<file path="config.mk">
export PLATFORM = sky130hd
export DESIGN_NAME = eeprom_program_erase_control
export DESIGN_NICKNAME = d
export VERILOG_FILES = /design/src/inc/ee_prog_pkg.sv /design/src/logic/ee_addr_decode.sv /design/src/logic/ee_op_decode.sv /design/src/logic/eeprom_program_erase_control.sv
export SDC_FILE = /design/constraint.sdc
export NUM_CORES = 1
export LEC_CHECK = 0
export ABC_AREA = 1
export ABC_CLOCK_PERIOD_IN_PS = 2570
export BUFFER_PORTS_ARGS = -buffer_cell sky130_fd_sc_hd__buf_2
export CAP_MARGIN = 10
export CORE_MARGIN = 2
export CORE_UTILIZATION = 47
export CTS_BUF_LIST = sky130_fd_sc_hd__clkbuf_16
export CTS_CLUSTER_SIZE = 25
export DETAILED_ROUTE_END_ITERATION = 8
export PLACE_DENSITY_LB_ADDON = 0.08
export SETUP_SLACK_MARGIN = 0.3
export SYNTH_ARGS = -nofsm -noshare
export SYNTH_HDL_FRONTEND = slang
export SYNTH_SLANG_ARGS = --single-unit
</file>
<file path="constraint.sdc">
create_clock -name clk_in -period 2.57 [get_ports clk_in]
set_input_delay 0 -clock clk_in [delete_from_list [all_inputs] [get_ports clk_in]]
set_output_delay 0 -clock clk_in [all_outputs]
set_load 0.03 [all_outputs]
</file>
<file path="src/inc/ee_prog_pkg.sv">
package ee_prog_pkg;
    // Register map (byte addresses on AHB-Lite, one word per register)
    localparam logic [15:0] CTRL_OFFSET = 16'h103B;
    // Offset above is a word index; the bus address is four times it
    localparam logic [15:0] CTRL_ADDR = 16'h40EC;
    localparam logic [15:0] STATUS_ADDR = 16'h10F0;
    localparam logic [15:0] ARRAY_BASE = 16'hB600;
    localparam int ARRAY_BYTES = 512;
    localparam int ADDR_W = 9;
    localparam int ROW_BYTES = 16;
    localparam int ROW_LSB = 4;
    // Control field positions
    localparam int HV_BIT = 0;
    localparam int LATCH_BIT = 1;
    localparam int ERASE_BIT = 2;
    localparam int ROW_BIT = 3;
    localparam int BYTE_BIT = 4;
    localparam int GAP_BIT = 5;
    localparam int EVEN_BIT = 6;
    localparam int ODD_BIT = 7;
    localparam logic [7:0] CTRL_RESET = 8'h00;
    localparam logic [7:0] CTRL_WMASK = 8'hDF;
    localparam logic [7:0] ERASED_BYTE = 8'hFF;
    // Operation codes driven to the array
    localparam logic [2:0] OP_READ = 3'h0;
    localparam logic [2:0] OP_PROGRAM = 3'h1;
    localparam logic [2:0] OP_BULK = 3'h2;
    localparam logic [2:0] OP_ROW = 3'h3;
    localparam logic [2:0] OP_BYTE = 3'h4;
endpackage : ee_prog_pkg

</file>
<file path="src/logic/ee_addr_decode.sv">
`timescale 1ns/1ns
module ee_addr_decode (
    input wire logic [15:0] addr_in,
    output logic ctrl_hit_out,
    output logic status_hit_out,
    output logic array_hit_out
);
    logic [15:0] offs;
    assign offs = addr_in - ee_prog_pkg::ARRAY_BASE;
    assign ctrl_hit_out = addr_in == ee_prog_pkg::CTRL_ADDR;
    assign status_hit_out = addr_in == ee_prog_pkg::STATUS_ADDR;
    assign array_hit_out = (addr_in >= ee_prog_pkg::ARRAY_BASE)
        && (offs < 16'(ee_prog_pkg::ARRAY_BYTES)); // [RQ20]
endmodule : ee_addr_decode

</file>
<file path="src/logic/ee_op_decode.sv">
`timescale 1ns/1ns
module ee_op_decode (
    input wire logic [7:0] ctrl_in,
    output logic [2:0] op_out
);
    always_comb begin
        if (!ctrl_in[ee_prog_pkg::LATCH_BIT]) begin
            op_out = ee_prog_pkg::OP_READ; // [RQ11]
        end else if (!ctrl_in[ee_prog_pkg::ERASE_BIT]) begin
            op_out = ee_prog_pkg::OP_PROGRAM; // [RQ5] [RQ12]
        end else if (ctrl_in[ee_prog_pkg::BYTE_BIT]) begin
            op_out = ee_prog_pkg::OP_BYTE; // [RQ3]
        end else if (ctrl_in[ee_prog_pkg::ROW_BIT]) begin
            op_out = ee_prog_pkg::OP_ROW; // [RQ4]
        end else begin
            op_out = ee_prog_pkg::OP_BULK; // [RQ4]
        end
    end
endmodule : ee_op_decode

</file>
<file path="src/logic/eeprom_program_erase_control.sv">
`timescale 1ns/1ns
// Behaviour
// RQ1: Reset clears the whole control register.
// RQ2: Bit 5 reads zero, writes ignored.
// RQ3: Byte select restricts erase, overrides row.
// RQ4: Row bit picks bulk or row erase.
// RQ5: Erase bit picks program versus erase.
// RQ6: Latch bit captures next array write.
// RQ7: High-voltage bit drives pump enable.
// RQ8: Setting latch and voltage together sets neither.
// RQ9: Array writes ignored while voltage on.
// RQ10: Array reads blanked during program or erase.
// RQ11: Latch clear means plain read-only array.
// RQ12: Programming ignores byte and row bits.
// RQ13: Software sets pump clock under 1 MHz.
// RQ14: Programming only clears bits; erase sets.
// RQ15: Program sequence 02, data, 03, wait, clear.
// RQ16: Bulk sequence 06, any write, 07, clear.
// RQ17: Row is sixteen aligned bytes, 0E/0F.
// RQ18: Byte erase sequence 16, write, 17, clear.
// RQ19: Bits 7 and 6 restrict odd/even rows.
// RQ20: Array is 512 bytes, control register only; the code also decodes a status register at STATUS_ADDR.
// RQ21: Software allows pump clock settling time.
// RQ22: No internal timer; software ends voltage.
// RQ23: Latched address and data held until unlatch.
module eeprom_program_erase_control (
    input wire logic clk_in,
    input wire logic rst_in,
    input wire logic hsel_in,
    input wire logic [31:0] haddr_in,
    input wire logic [1:0] htrans_in,
    input wire logic hwrite_in,
    input wire logic [2:0] hsize_in,
    input wire logic [31:0] hwdata_in,
    input wire logic hready_in,
    output logic hreadyout_out,
    output logic hresp_out,
    output logic [31:0] hrdata_out,
    input wire logic [7:0] array_rdata_in,
    output logic [ee_prog_pkg::ADDR_W-1:0] array_raddr_out,
    output logic [ee_prog_pkg::ADDR_W-1:0] array_waddr_out,
    output logic [7:0] array_wdata_out,
    output logic [2:0] array_op_out,
    output logic high_voltage_enable_out,
    output logic odd_rows_out,
    output logic even_rows_out,
    output logic pump_clock_select_out
);
    localparam int AW = ee_prog_pkg::ADDR_W;
    logic [7:0] ctrl_q;
    logic [7:0] ctrl_wr;
    logic ap_valid;
    logic ctrl_hit, status_hit, array_hit;
    logic dp_write_q, dp_read_q, dp_ctrl_q, dp_status_q, dp_array_q;
    logic [AW-1:0] dp_addr_q;
    logic [AW-1:0] lat_addr_q;
    logic [7:0] lat_data_q;
    logic lat_valid_q;
    logic pump_sel_q;
    logic [2:0] op;
    logic busy;
    logic [31:0] rdata_d;
    logic read_pend_q;
    logic [15:0] offs;

    ee_addr_decode u_addr (
        .addr_in(haddr_in[15:0]),
        .ctrl_hit_out(ctrl_hit),
        .status_hit_out(status_hit),
        .array_hit_out(array_hit)
    );
    ee_op_decode u_op (
        .ctrl_in(ctrl_q),
        .op_out(op)
    );

    assign ap_valid = hsel_in && hready_in && htrans_in[1];
    assign offs = haddr_in[15:0] - ee_prog_pkg::ARRAY_BASE;
    // Program or erase is active once voltage is on with latch set
    assign busy = ctrl_q[ee_prog_pkg::HV_BIT] && ctrl_q[ee_prog_pkg::LATCH_BIT];

    // Address phase capture
    always_ff @(posedge clk_in or posedge rst_in) begin
        if (rst_in) begin
            dp_write_q <= 1'b0;
            dp_read_q <= 1'b0;
            dp_ctrl_q <= 1'b0;
            dp_status_q <= 1'b0;
            dp_array_q <= 1'b0;
            dp_addr_q <= '0;
        end else if (hready_in) begin
            dp_write_q <= ap_valid && hwrite_in;
            dp_read_q <= ap_valid && !hwrite_in;
            dp_ctrl_q <= ctrl_hit;
            dp_status_q <= status_hit;
            dp_array_q <= array_hit;
            dp_addr_q <= offs[AW-1:0];
        end
    end

    // Write to control register; bit 5 masked, latch+voltage together refused
    always_comb begin
        ctrl_wr = hwdata_in[7:0] & ee_prog_pkg::CTRL_WMASK; // [RQ2]
        if (ctrl_wr[ee_prog_pkg::LATCH_BIT] && ctrl_wr[ee_prog_pkg::HV_BIT]
            && !(ctrl_q[ee_prog_pkg::LATCH_BIT] && !ctrl_q[ee_prog_pkg::HV_BIT])) begin
            ctrl_wr[ee_prog_pkg::LATCH_BIT] = 1'b0; // [RQ8]
            ctrl_wr[ee_prog_pkg::HV_BIT] = 1'b0; // [RQ8]
        end
        // Voltage with no latch would pump an unselected array
        if (!ctrl_wr[ee_prog_pkg::LATCH_BIT]) begin
            ctrl_wr[ee_prog_pkg::HV_BIT] = 1'b0;
        end
    end

    always_ff @(posedge clk_in or posedge rst_in) begin
        if (rst_in) begin
            ctrl_q <= ee_prog_pkg::CTRL_RESET; // [RQ1]
        end else if (dp_write_q && dp_ctrl_q) begin
            ctrl_q <= ctrl_wr; // [RQ7] [RQ19] [RQ22]
        end
    end

    always_ff @(posedge clk_in or posedge rst_in) begin
        if (rst_in) begin
            pump_sel_q <= 1'b0;
        end else if (dp_write_q && dp_status_q) begin
            pump_sel_q <= hwdata_in[0];
        end
    end

    // Array write capture
    always_ff @(posedge clk_in or posedge rst_in) begin
        if (rst_in) begin
            lat_addr_q <= '0;
            lat_data_q <= ee_prog_pkg::ERASED_BYTE;
            lat_valid_q <= 1'b0;
        end else if (!ctrl_q[ee_prog_pkg::LATCH_BIT]) begin
            lat_valid_q <= 1'b0; // [RQ23]
        end else if (dp_write_q && dp_array_q && !ctrl_q[ee_prog_pkg::HV_BIT]) begin
            lat_addr_q <= dp_addr_q; // [RQ6] [RQ9]
            lat_data_q <= hwdata_in[7:0]; // [RQ14]
            lat_valid_q <= 1'b1;
        end
    end

    // Array outputs to the cell block and pump
    always_ff @(posedge clk_in or posedge rst_in) begin
        if (rst_in) begin
            array_op_out <= ee_prog_pkg::OP_READ;
            high_voltage_enable_out <= 1'b0;
            array_waddr_out <= '0;
            array_wdata_out <= ee_prog_pkg::ERASED_BYTE;
            odd_rows_out <= 1'b0;
            even_rows_out <= 1'b0;
            pump_clock_select_out <= 1'b0;
            array_raddr_out <= '0;
        end else begin
            array_op_out <= op; // [RQ3] [RQ4] [RQ5] [RQ12]
            high_voltage_enable_out <= busy && lat_valid_q; // [RQ7]
            array_waddr_out <= lat_addr_q; // [RQ17] [RQ23]
            array_wdata_out <= lat_data_q;
            odd_rows_out <= ctrl_q[ee_prog_pkg::ODD_BIT]; // [RQ19]
            even_rows_out <= ctrl_q[ee_prog_pkg::EVEN_BIT]; // [RQ19]
            pump_clock_select_out <= pump_sel_q;
            if (ap_valid && !hwrite_in) begin
                array_raddr_out <= offs[AW-1:0];
            end
        end
    end

    // Reads take one wait state so the array can present data
    always_comb begin
        rdata_d = 32'h0000_0000;
        if (dp_ctrl_q) begin
            rdata_d = {24'h000000, ctrl_q & ee_prog_pkg::CTRL_WMASK}; // [RQ2]
        end else if (dp_status_q) begin
            rdata_d = {29'h0, lat_valid_q, busy, pump_sel_q};
        end else if (dp_array_q && !ctrl_q[ee_prog_pkg::LATCH_BIT]) begin
            rdata_d = {24'h000000, array_rdata_in}; // [RQ10] [RQ11]
        end
    end

    // The wait state starts at the address edge so the master never sees stale data
    always_ff @(posedge clk_in or posedge rst_in) begin
        if (rst_in) begin
            read_pend_q <= 1'b0;
            hreadyout_out <= 1'b1;
            hrdata_out <= 32'h0000_0000;
            hresp_out <= 1'b0;
        end else begin
            read_pend_q <= 1'b0;
            hreadyout_out <= 1'b1;
            hresp_out <= 1'b0;
            if (ap_valid && !hwrite_in) begin
                read_pend_q <= 1'b1;
                hreadyout_out <= 1'b0;
            end else if (read_pend_q) begin
                hrdata_out <= rdata_d;
            end
        end
    end

    a_both_bits_refused: assert property ( // [RQ8]
        @(posedge clk_in) disable iff (rst_in)
        (dp_write_q && dp_ctrl_q && hwdata_in[1] && hwdata_in[0] && !ctrl_q[1])
        |=> !ctrl_q[0]) else $error("latch and voltage set together");

    a_gap_bit_zero: assert property ( // [RQ2]
        @(posedge clk_in) disable iff (rst_in)
        !ctrl_q[ee_prog_pkg::GAP_BIT]) else $error("bit 5 set");

    a_gap_read_zero: assert property ( // [RQ2]
        @(posedge clk_in) disable iff (rst_in)
        (read_pend_q && dp_ctrl_q) |=> !hrdata_out[5]) else $error("bit 5 read as one");

    a_latch_held_hv: assert property ( // [RQ9]
        @(posedge clk_in) disable iff (rst_in)
        (ctrl_q[0] && $past(ctrl_q[0])) |-> $stable(lat_addr_q) && $stable(lat_data_q))
        else $error("latched data moved under voltage");

    a_write_ignored_hv: assert property ( // [RQ9]
        @(posedge clk_in) disable iff (rst_in)
        (ctrl_q[0] && dp_write_q && dp_array_q) |=> $stable(lat_data_q))
        else $error("array write taken under voltage");

    a_latch_captures: assert property ( // [RQ6]
        @(posedge clk_in) disable iff (rst_in)
        (dp_write_q && dp_array_q && ctrl_q[1] && !ctrl_q[0])
        |=> lat_valid_q && lat_data_q == $past(hwdata_in[7:0]))
        else $error("array write not latched");

    a_unlatch_clears: assert property ( // [RQ23]
        @(posedge clk_in) disable iff (rst_in)
        !ctrl_q[1] |=> !lat_valid_q) else $error("latch kept after unlatch");

    a_waddr_follows: assert property ( // [RQ23]
        @(posedge clk_in) disable iff (rst_in)
        lat_valid_q |=> array_waddr_out == $past(lat_addr_q))
        else $error("target address not presented");

    a_hv_follows_ctrl: assert property ( // [RQ7]
        @(posedge clk_in) disable iff (rst_in)
        high_voltage_enable_out |-> $past(ctrl_q[0])) else $error("pump on without bit");

    a_hv_needs_latch: assert property ( // [RQ7]
        @(posedge clk_in) disable iff (rst_in)
        high_voltage_enable_out |-> $past(ctrl_q[1])) else $error("pump on without latch");

    a_hv_drops_clear: assert property ( // [RQ22]
        @(posedge clk_in) disable iff (rst_in)
        !ctrl_q[0] |=> !high_voltage_enable_out) else $error("pump left on");

    a_hv_held_on: assert property ( // [RQ22]
        @(posedge clk_in) disable iff (rst_in)
        (busy && lat_valid_q) |=> high_voltage_enable_out) else $error("pump dropped early");

    a_op_byte_wins: assert property ( // [RQ3]
        @(posedge clk_in) disable iff (rst_in)
        (ctrl_q[1] && ctrl_q[2] && ctrl_q[4]) |=> array_op_out == ee_prog_pkg::OP_BYTE)
        else $error("byte erase not selected");

    a_op_row_bulk: assert property ( // [RQ4]
        @(posedge clk_in) disable iff (rst_in)
        (ctrl_q[1] && ctrl_q[2] && !ctrl_q[4]) |=>
        array_op_out == ($past(ctrl_q[3]) ? ee_prog_pkg::OP_ROW : ee_prog_pkg::OP_BULK))
        else $error("row or bulk wrong");

    a_op_program: assert property ( // [RQ12]
        @(posedge clk_in) disable iff (rst_in)
        (ctrl_q[1] && !ctrl_q[2]) |=> array_op_out == ee_prog_pkg::OP_PROGRAM)
        else $error("program op wrong");

    a_prog_ignores_bits: assert property ( // [RQ12]
        @(posedge clk_in) disable iff (rst_in)
        (ctrl_q[1] && !ctrl_q[2] && $changed(ctrl_q[4:3]))
        |=> array_op_out == ee_prog_pkg::OP_PROGRAM) else $error("program op disturbed");

    a_read_plain: assert property ( // [RQ11]
        @(posedge clk_in) disable iff (rst_in)
        !ctrl_q[1] |=> array_op_out == ee_prog_pkg::OP_READ && !high_voltage_enable_out)
        else $error("read mode not plain");

    a_no_bare_voltage: assert property ( // [RQ11]
        @(posedge clk_in) disable iff (rst_in)
        !ctrl_q[1] |-> !ctrl_q[0]) else $error("voltage bit stored without latch");

    a_read_blanked: assert property ( // [RQ10]
        @(posedge clk_in) disable iff (rst_in)
        (read_pend_q && dp_array_q && ctrl_q[1]) |=> hrdata_out == 32'h0)
        else $error("array read while latched");

    a_read_wait_one: assert property ( // [RQ10]
        @(posedge clk_in) disable iff (rst_in)
        (ap_valid && !hwrite_in) |=> !hreadyout_out ##1 hreadyout_out)
        else $error("read wait state wrong");

    a_write_no_wait: assert property ( // [RQ6]
        @(posedge clk_in) disable iff (rst_in)
        (ap_valid && hwrite_in) |=> hreadyout_out) else $error("write stalled");

    a_odd_even_copy: assert property ( // [RQ19]
        @(posedge clk_in) disable iff (rst_in)
        1'b1 |=> odd_rows_out == $past(ctrl_q[7]) && even_rows_out == $past(ctrl_q[6]))
        else $error("row test bits not copied");

    a_resp_okay: assert property ( // [RQ20]
        @(posedge clk_in) disable iff (rst_in)
        !hresp_out) else $error("error response given");
endmodule : eeprom_program_erase_control

</file>
After elaboration in Yosys (flattened, before gate mapping) --
Index checks and enable logic that the tools add are counted.
Word-level totals: bits in registers 106, input port bits 82, output and inout port bits 67, word-level logic and storage cells 62
Operators by class: add/subtract/negate cells 1, order comparisons 2, equal/unequal tests 3, muxes and demuxes 13, bitwise gates (word level) 1, reductions and logical operators 21
Operators with widths (number):
- $mux 8 | 3
- $eq 16x13->1 const B | 1
- $eq 16x15->1 const B | 1
- $ge 16x16->1 const B | 1
- $lt 16x10->1 const B | 1
- $sub 16x16->16 const B | 1
- $logic_and 1x1->1 | 15
- $mux 3 | 3
- $mux 1 | 6
- $logic_not 1->1 | 4
- $reduce_and 2->1 | 2
- $mux 2 | 1
- $ne 2x1->1 const B | 1
- $not 1->1 | 1

Longest topological paths before layout --
Gate-level depths: netlist of run 1.
word-level depth 6, mapped depth 6, gate-level depth less buffers 6

Cells and area by module --
A second synthesis of run 1 with hierarchy kept.
Second synthesis, totals: cells, all modules 370, area total of the unflattened synthesis 3477.1 um^2
Modules (own cells, without submodules):
- eeprom_program_erase_control | instances 1, cells each 315, area each 3251.9 um^2, sequential area each 2073.2 um^2
- ee_addr_decode | instances 1, cells each 45, area each 186.4 um^2, sequential area each 0.0 um^2
- ee_op_decode | instances 1, cells each 10, area each 38.8 um^2, sequential area each 0.0 um^2

Worst setup path after synthesis of run 1 --
OpenSTA, ideal clock, no wires.
kind register to register, from register ctrl_q[1], to register lat_addr_q[0], arrival 941 ps, path slack 1512 ps, cell stages (with the launch flop) 7, period minus slack after synthesis 1058 ps, path through dfrtp_1 > inv_2 > nor2_4 > nand3_4 > buf_6 > nand2_1 > o21ai_2
On the way: word-level cells in the longest chain between the ends 1
Ends and longest elaborated chain:
- start, declared | RTL line eeprom_program_erase_control.sv:50 | logic [7:0] ctrl_q;
- start signal, assigned | RTL line eeprom_program_erase_control.sv:117 | ctrl_q <= ee_prog_pkg::CTRL_RESET;
- start signal, assigned | RTL line eeprom_program_erase_control.sv:119 | ctrl_q <= ctrl_wr;
- $reduce_and 2->1 (no source line)
- end signal, assigned | RTL line eeprom_program_erase_control.sv:140 | lat_addr_q <= dp_addr_q;
- end, declared | RTL line eeprom_program_erase_control.sv:56 | logic [AW-1:0] lat_addr_q;
No other way between the ends. A chain may end at the register's enable or synchronous reset.

Final worst setup path of run 1 --
from register ctrl_q[1], to register lat_addr_q[4]
The elaborated chain is that of the path after synthesis.

==> results.json, run 1 <==
{
  "setup_violations": 0,
  "final_max_slew_viol_count": 0,
  "slowest_stage": "nand3_4",
  "power_density_nw_per_um2": 650,
  "cts_made_buffers": 9,
  "yosys.area.top_type": "dfrtp_1",
  "crit_path_start_kind": "register",
  "synth-edff-count": 0,
  "grt_remaining_overflow": 0,
  "area_delta_synth_final_pct": 25.4,
  "status": "complete, no violations",
  "synth_ff_type": "dfrtp_1",
  "first_global_vias": 2445,
  "avgViaCountPerCell": 4.40,
  "portBuffers": 79,
  "worstPathMaxFanout": 35,
  "post-route-min-period_ps": 1460,
  "finClkSkew_ps": 7.12,
  "leakagePower_nw": 2.32,
  "grt_use_total_pct": 17.8,
  "route.vias.total": 2516,
  "grt_busiest_layer": "met2",
  "die_h_um": 89.9,
  "reg2reg_slack_ps": 1110,
  "ctsResizeCount": 0,
  "avgSynthCellArea_um2": 9.52,
  "place_congestion": 0.821,
  "clk-insertion-delay-late_ps": 320,
  "cts.sinks": 82,
  "rows": 31,
  "postRouteAntennaNets": 0,
  "required_ps": 2760,
  "path_cells": "inv_2 > nor2_4 > nand3_4 > nand2_1 > o21ai_2",
  "syn_area_um2": 3470,
  "hold_viol_final": 0,
  "relSlewSlack_pct": 65.3,
  "reg2reg_depth": 5,
  "drc": 0,
  "synth.area.top_cells": "dfrtp_1, dfstp_2, nand2_1",
  "core_um2": 7210,
  "ir_drop_mv": 0.429,
  "r2r_start": "ctrl_q[1]$_DFFE_PP0P_",
  "tightestPinTransition_ps": 520,
  "maxCapViolCount": 0,
  "slowest_delay_ps": 400,
  "ys_seq_area_share_pct": 59.8,
  "dpl.hpwl_um": 4570,
  "ys.warnings.count": 0,
  "fmax_mhz": 687,
  "path_buf_inv": 1,
  "hp-class": "in2reg",
  "cts_max_level": 3,
  "first_iter_violations": 93,
  "die-width_um": 89.9,
  "period_share_pct": 56.7,
  "drive_above_1_share_pct": 29.2,
  "grt_first_pass_wirelength_um": 11500,
  "cts_tree": "built",
  "ys_types": 24,
  "wl_per_cell_um": 11.5,
  "holdPathEnd": "hrdata_out[4]$_DFFE_PP0P_",
  "cts_hold_buf": 22,
  "met2_usage_pct": 27.0,
  "holdPathStages": 5,
  "firstDrtPassIters": 4,
  "critical_path.reg2reg.endpoint": "lat_addr_q[4]$_DFFE_PP0P_",
  "drt-total-wl_um": 6600,
  "cp_data_arrival_time_ps": 1650,
  "use_met1_pct": 25.8,
  "rsz0062_at_grt": "false",
  "grt_max_degree": 39,
  "die-area_um2": 8080,
  "synth_async_sr_flop_share_pct": 100,
  "clk_pin_slew_ps": 60,
  "netlist.area_leader.share_pct": 46.9,
  "placedCellCount": 534,
  "antenna_found_initial": 0,
  "syn_inst": 364,
  "cts_root_buf": "clkbuf_16",
  "min-delay-start": "array_rdata_in[4]",
  "grt_util_met3_pct": 3.02,
  "fin_cells": 572,
  "clock_path_buffers": 2,
  "cts_setup_buffers": 0,
  "crit_family": "simple AND/OR/NAND/NOR gates",
  "fillCellCount": 661,
  "initial_core_util_pct": 48.0,
  "cp-end-kind": "register",
  "antenna-diode-count": 0,
  "fin_setup_tns_ps": 0,
  "layout.nets": 551,
  "io_pins": 149,
  "critical_path_class": "reg2reg",
  "synth-seq-cells": 82
}
-- cells in the final DEF, fill, tap and decap left out, types with 2 or more instances in the layout --
cell,n
a21oi_1,2
buf_2,79
clkbuf_16,9
clkinvlp_4,4
conb_1,25
dfrtp_1,65
dfstp_2,17
dlygate4sd3_1,22
inv_1,47
nand2_1,102
nand2_2,3
nand3_1,13
nor2_1,18
nor3_1,5
o21ai_0,30
o21ai_1,3
o21ai_2,17
-- flip-flops by register name, summed over array words and instances (netlist names), 3 cells and up --
name,cells
array_raddr_out,9
array_waddr_out,9
dp_addr_q,9
lat_addr_q,9
array_wdata_out,8
hrdata_out,8
lat_data_q,8
ctrl_q,7
array_op_out,3
-- power breakdown --
part	switching, mW	internal [mW]	total (mW)
Sequential	0.0215	1.34	1.36
Combinational	0.225	0.0963	0.322
Clock	0.492	0.650	1.14
Total	0.739	2.08	2.82
-- kinds of logic after synthesis --
group | after synthesis | share of synthesized area (%)
and+or+nand+nor | 145 | 17.8
DFF | 82 | 59.8
buffers and inverters | 82 | 12.4
other | 1 | 0.108
AOI/OAI and AO/OA | 53 | 9.53
adders and majority gates | 1 | 0.361
-- tightest hold or removal path: cells and delay by family --
| family | cells | cell delay [ps] |
|---|---|---|
| AOI/OAI and AO/OA | 1 | 60 |
| buffers and inverters | 2 | 130 |
| and+or+nand+nor | 2 | 90 |
-- metrics by stage --
stage	instance area [µm²]	power (mW)	hold WS, ps	worst slack, ps	utilization [%]
6_report	4350	2.82	8.33	1110	60.2
5_1_grt	4350	2.95	46.3	943	60.2
4_1_cts	4350	2.86	3.23	1100	60.2
3_5_place_dp	3850	1.68	44.3	1110	53.4
3_3_place_gp	3850	1.68	39.6	1110	53.4
2_1_floorplan	3560	1.61	84.4	490	-
-- Yosys cell counts, types with 2 or more instances --
library cell and number:
a21oi_1 2, buf_2 5, nand2_1 102, buf_4 25, buf_6 3, nand3_1 13, o21ai_2 17, nor3_1 5
nor2_1 18, inv_1 47, o21ai_1 3, nand2_2 3, dfstp_2 17, o21ai_0 30, dfrtp_1 65
-- how the worst max path moves through the flow --
stage / startpoint / endpoint / slack [ps] / depth (start not counted)
floorplan: rst_in / array_op_out[0]$_DFF_PP0_ / 490 / 1
global placement: ctrl_q[1]$_DFFE_PP0P_ / lat_addr_q[4]$_DFFE_PP0P_ / 1110 / 5
detailed placement: ctrl_q[1]$_DFFE_PP0P_ / lat_addr_q[4]$_DFFE_PP0P_ / 1110 / 5
CTS: ctrl_q[1]$_DFFE_PP0P_ / lat_addr_q[4]$_DFFE_PP0P_ / 1100 / 5
global route: ctrl_q[1]$_DFFE_PP0P_ / lat_addr_q[3]$_DFFE_PP0P_ / 940 / 5
finish: ctrl_q[1]$_DFFE_PP0P_ / lat_addr_q[4]$_DFFE_PP0P_ / 1110 / 5
-- layout make-up --
| cell class | count | area, µm² | area share (%) |
|---|---|---|---|
| Clock inverter | 7 | 46.3 | 1.07 |
| Tap cell | 99 | 124 | 2.85 |
| Multi-Input combinational cell | 224 | 1050 | 24.2 |
| Inverter | 48 | 181 | 4.18 |
| Sequential cell | 82 | 2070 | 47.7 |
| Clock buffer | 9 | 225 | 5.18 |
| Timing Repair Buffer | 103 | 643 | 14.8 |
-- layer usage --
| layer | wire, µm | part of all wire (%) |
|---|---|---|
| met5 | 0 | 0 |
| met4 | 77 | 1.2 |
| met3 | 272 | 4.1 |
| met2 | 2960 | 45 |
| met1 | 3290 | 50 |
Power figures use the tool's default switching activity.
==> inputs of run 2 (changes only) <==
ABC_CLOCK_PERIOD_IN_PS = 1400   (was 2570)
clock period = 1.4 ns   (was 2.57 ns; I/O delays follow)
==> run 2 against run 1 <==
Net effect: flip-flop and latch count unchanged; count of clock-buffer cells in the layout unchanged; clock skew up 1.0 ps; global-route usage up 0.15 points; design area up 5.3%; combinational power up 86%; non-clock buffer count up 13; utilization up 3.2 points; power up 100%; via count up 1.8%; sequential power up 83%; critical path type unchanged; critical path depth up 1.
==> results.json, run 2 (synthesis results as in run 1) <==
{
  "status": "complete, no violations",
  "route.vias.total": 2562,
  "power_frac_seq_pct": 43.3,
  "path_cells": "inv_4 > nor2_4 > nand3_4 > buf_12 > nand2_1 > o21ai_2",
  "place_congestion": 0.829,
  "fin_setup_tns_ps": 0,
  "worst_slack_ps": 263,
  "cts_max_level": 3,
  "finClkSkew_ps": 8.15,
  "worstPathMaxFanout": 13,
  "setup_violations": 0,
  "hold_viol_final": 0,
  "grt_first_pass_wirelength_um": 11400,
  "ir_drop_mv": 0.571,
  "postRouteAntennaNets": 0,
  "placedCellCount": 538,
  "power_density_nw_per_um2": 1260,
  "dpl.hpwl_um": 4620,
  "cts.sinks": 82,
  "grt_use_total_pct": 17.9,
  "io_pins": 149,
  "slowest_stage": "dfrtp_1",
  "grt_max_degree": 83,
  "grt_remaining_overflow": 0,
  "final_max_slew_viol_count": 0,
  "power_mw": 5.76,
  "wl_per_cell_um": 11.7,
  "period_share_pct": 81.2,
  "critical_path_class": "reg2reg",
  "clk-insertion-delay-late_ps": 330,
  "mostFrequentLayoutCell": "nand2_1",
  "first_iter_violations": 102,
  "seq_area_um2": 2080,
  "antenna_found_initial": 0,
  "maxCapViolCount": 0,
  "initial_core_util_pct": 48.0,
  "die-area_um2": 8080,
  "p_int_mw": 4.39,
  "pwr-share-comb_pct": 10.4,
  "drt-total-wl_um": 6860,
  "cp-end-kind": "register",
  "dp_worst_setup_slack_ps": 174,
  "cts_root_buf": "clkbuf_16",
  "post-route-min-period_ps": 1140,
  "cts_made_buffers": 9,
  "avgViaCountPerCell": 4.38,
  "portBuffers": 79,
  "leakagePower_nw": 2.44,
  "drc": 0,
  "path_buf_inv": 2,
  "crit_family": "flip-flops",
  "swShare_pct": 23.9,
  "switchingPower_mw": 1.38,
  "slowest_delay_ps": 400,
  "antenna-diode-count": 0,
  "layout.nets": 564,
  "multi_input_area_um2": 1060,
  "fillCellCount": 618,
  "rows": 31,
  "rsz0062_at_grt": "true",
  "cp_data_arrival_time_ps": 1360,
  "crit_path_start_kind": "register",
  "first_global_vias": 2386,
  "hp-class": "in2reg",
  "die-width_um": 89.9,
  "die_h_um": 89.9,
  "clock_path_buffers": 2,
  "fmax_mhz": 880,
  "drive_above_1_share_pct": 31.7,
  "clk_pin_slew_ps": 60,
  "firstDrtPassIters": 4,
  "pwr-share-clk_pct": 46.3,
  "cts_tree": "built",
  "core_um2": 7210,
  "fin_util_pct": 63.4,
  "fin_cells": 585,
  "reg2reg_slack_ps": 260,
  "required_ps": 1620,
  "mostFrequentLayoutCells": "nand2_1, buf_2, dfrtp_1, inv_1, o21ai_0",
  "area_delta_synth_final_pct": 32.0
}
-- run 2: changes by cell type in the layout (fill, tap and decap cells not counted), sizes merged --
cell,delta
buf,+10
clkinv,-1
dlygate4sd3,+3
clkinvlp,-3
inv,+1
bufinv,+3
-- run 2: worst paths after layout --
path	start	end	depth (start not counted)
max	ctrl_q[1]$_DFFE_PP0P_	lat_addr_q[0]$_DFFE_PP0P_	6
max in group asynchronous	rst_in	array_wdata_out[0]$_DFF_PP1_	4
min	array_rdata_in[7]	hrdata_out[7]$_DFFE_PP0P_	5
max reg2reg	ctrl_q[1]$_DFFE_PP0P_	lat_addr_q[0]$_DFFE_PP0P_	6
min reg2reg	lat_data_q[2]$_DFFE_PP1P_	array_wdata_out[2]$_DFF_PP1_	0
min in group asynchronous	rst_in	array_waddr_out[4]$_DFF_PP0_	4
-- run 2: timing repair --
action,in CTS,in global routing
hold buffers,25,0
hold endpoints to repair,103,0
gates cloned,0,0
setup buffers,2,4
pin swaps,0,1
resized for setup,5,6
endpoints found under the setup margin,24,32
-- run 2: power groups by stage --
stage / registers (mW) / clock network, mW / logic (mW)
6_report: 2.49 / 2.67 / 0.600
3_3_place_gp: 2.53 / 0 / 0.545
2_1_floorplan: 2.65 / 0 / 0.308
4_1_cts: 2.49 / 2.72 / 0.605
5_1_grt: 2.50 / 2.81 / 0.660
3_5_place_dp: 2.54 / 0 / 0.551
-- run 2: per-layer routing --
layer / vias to the layer above / routed length [µm] / GRT usage (%)
li1: 1307 / - / -
met5: - / 0 / 0
met1: 1171 / 3270 / 25.3
met4: 0 / 108 / 8.85
met2: 75 / 3140 / 27.0
met3: 9 / 347 / 3.10
-- run 2: worst register-to-register path: stages, from the launching register on --
cell and delay (ps):
dfrtp_1 400, inv_4 70, nor2_4 120, nand3_4 120
buf_12 170, nand2_1 90, o21ai_2 60
-- run 2: final cells by class --
type / count / area share [%]
clock buffer: 9 / 4.92
clock inverter: 7 / 2.54
inverter: 48 / 4.08
multi-input combinational: 224 / 23.2
sequential: 82 / 45.4
tap: 99 / 2.71
timing repair buffer: 116 / 17.1
-- run 2: per-stage QoR --
stage               hold WS, ps  instance area, µm²
floorplan                  84.4                3560
global placement            154                3910
detailed placement          159                3910
CTS                        3.66                4530
global route               21.6                4570
finish                     6.92                4570
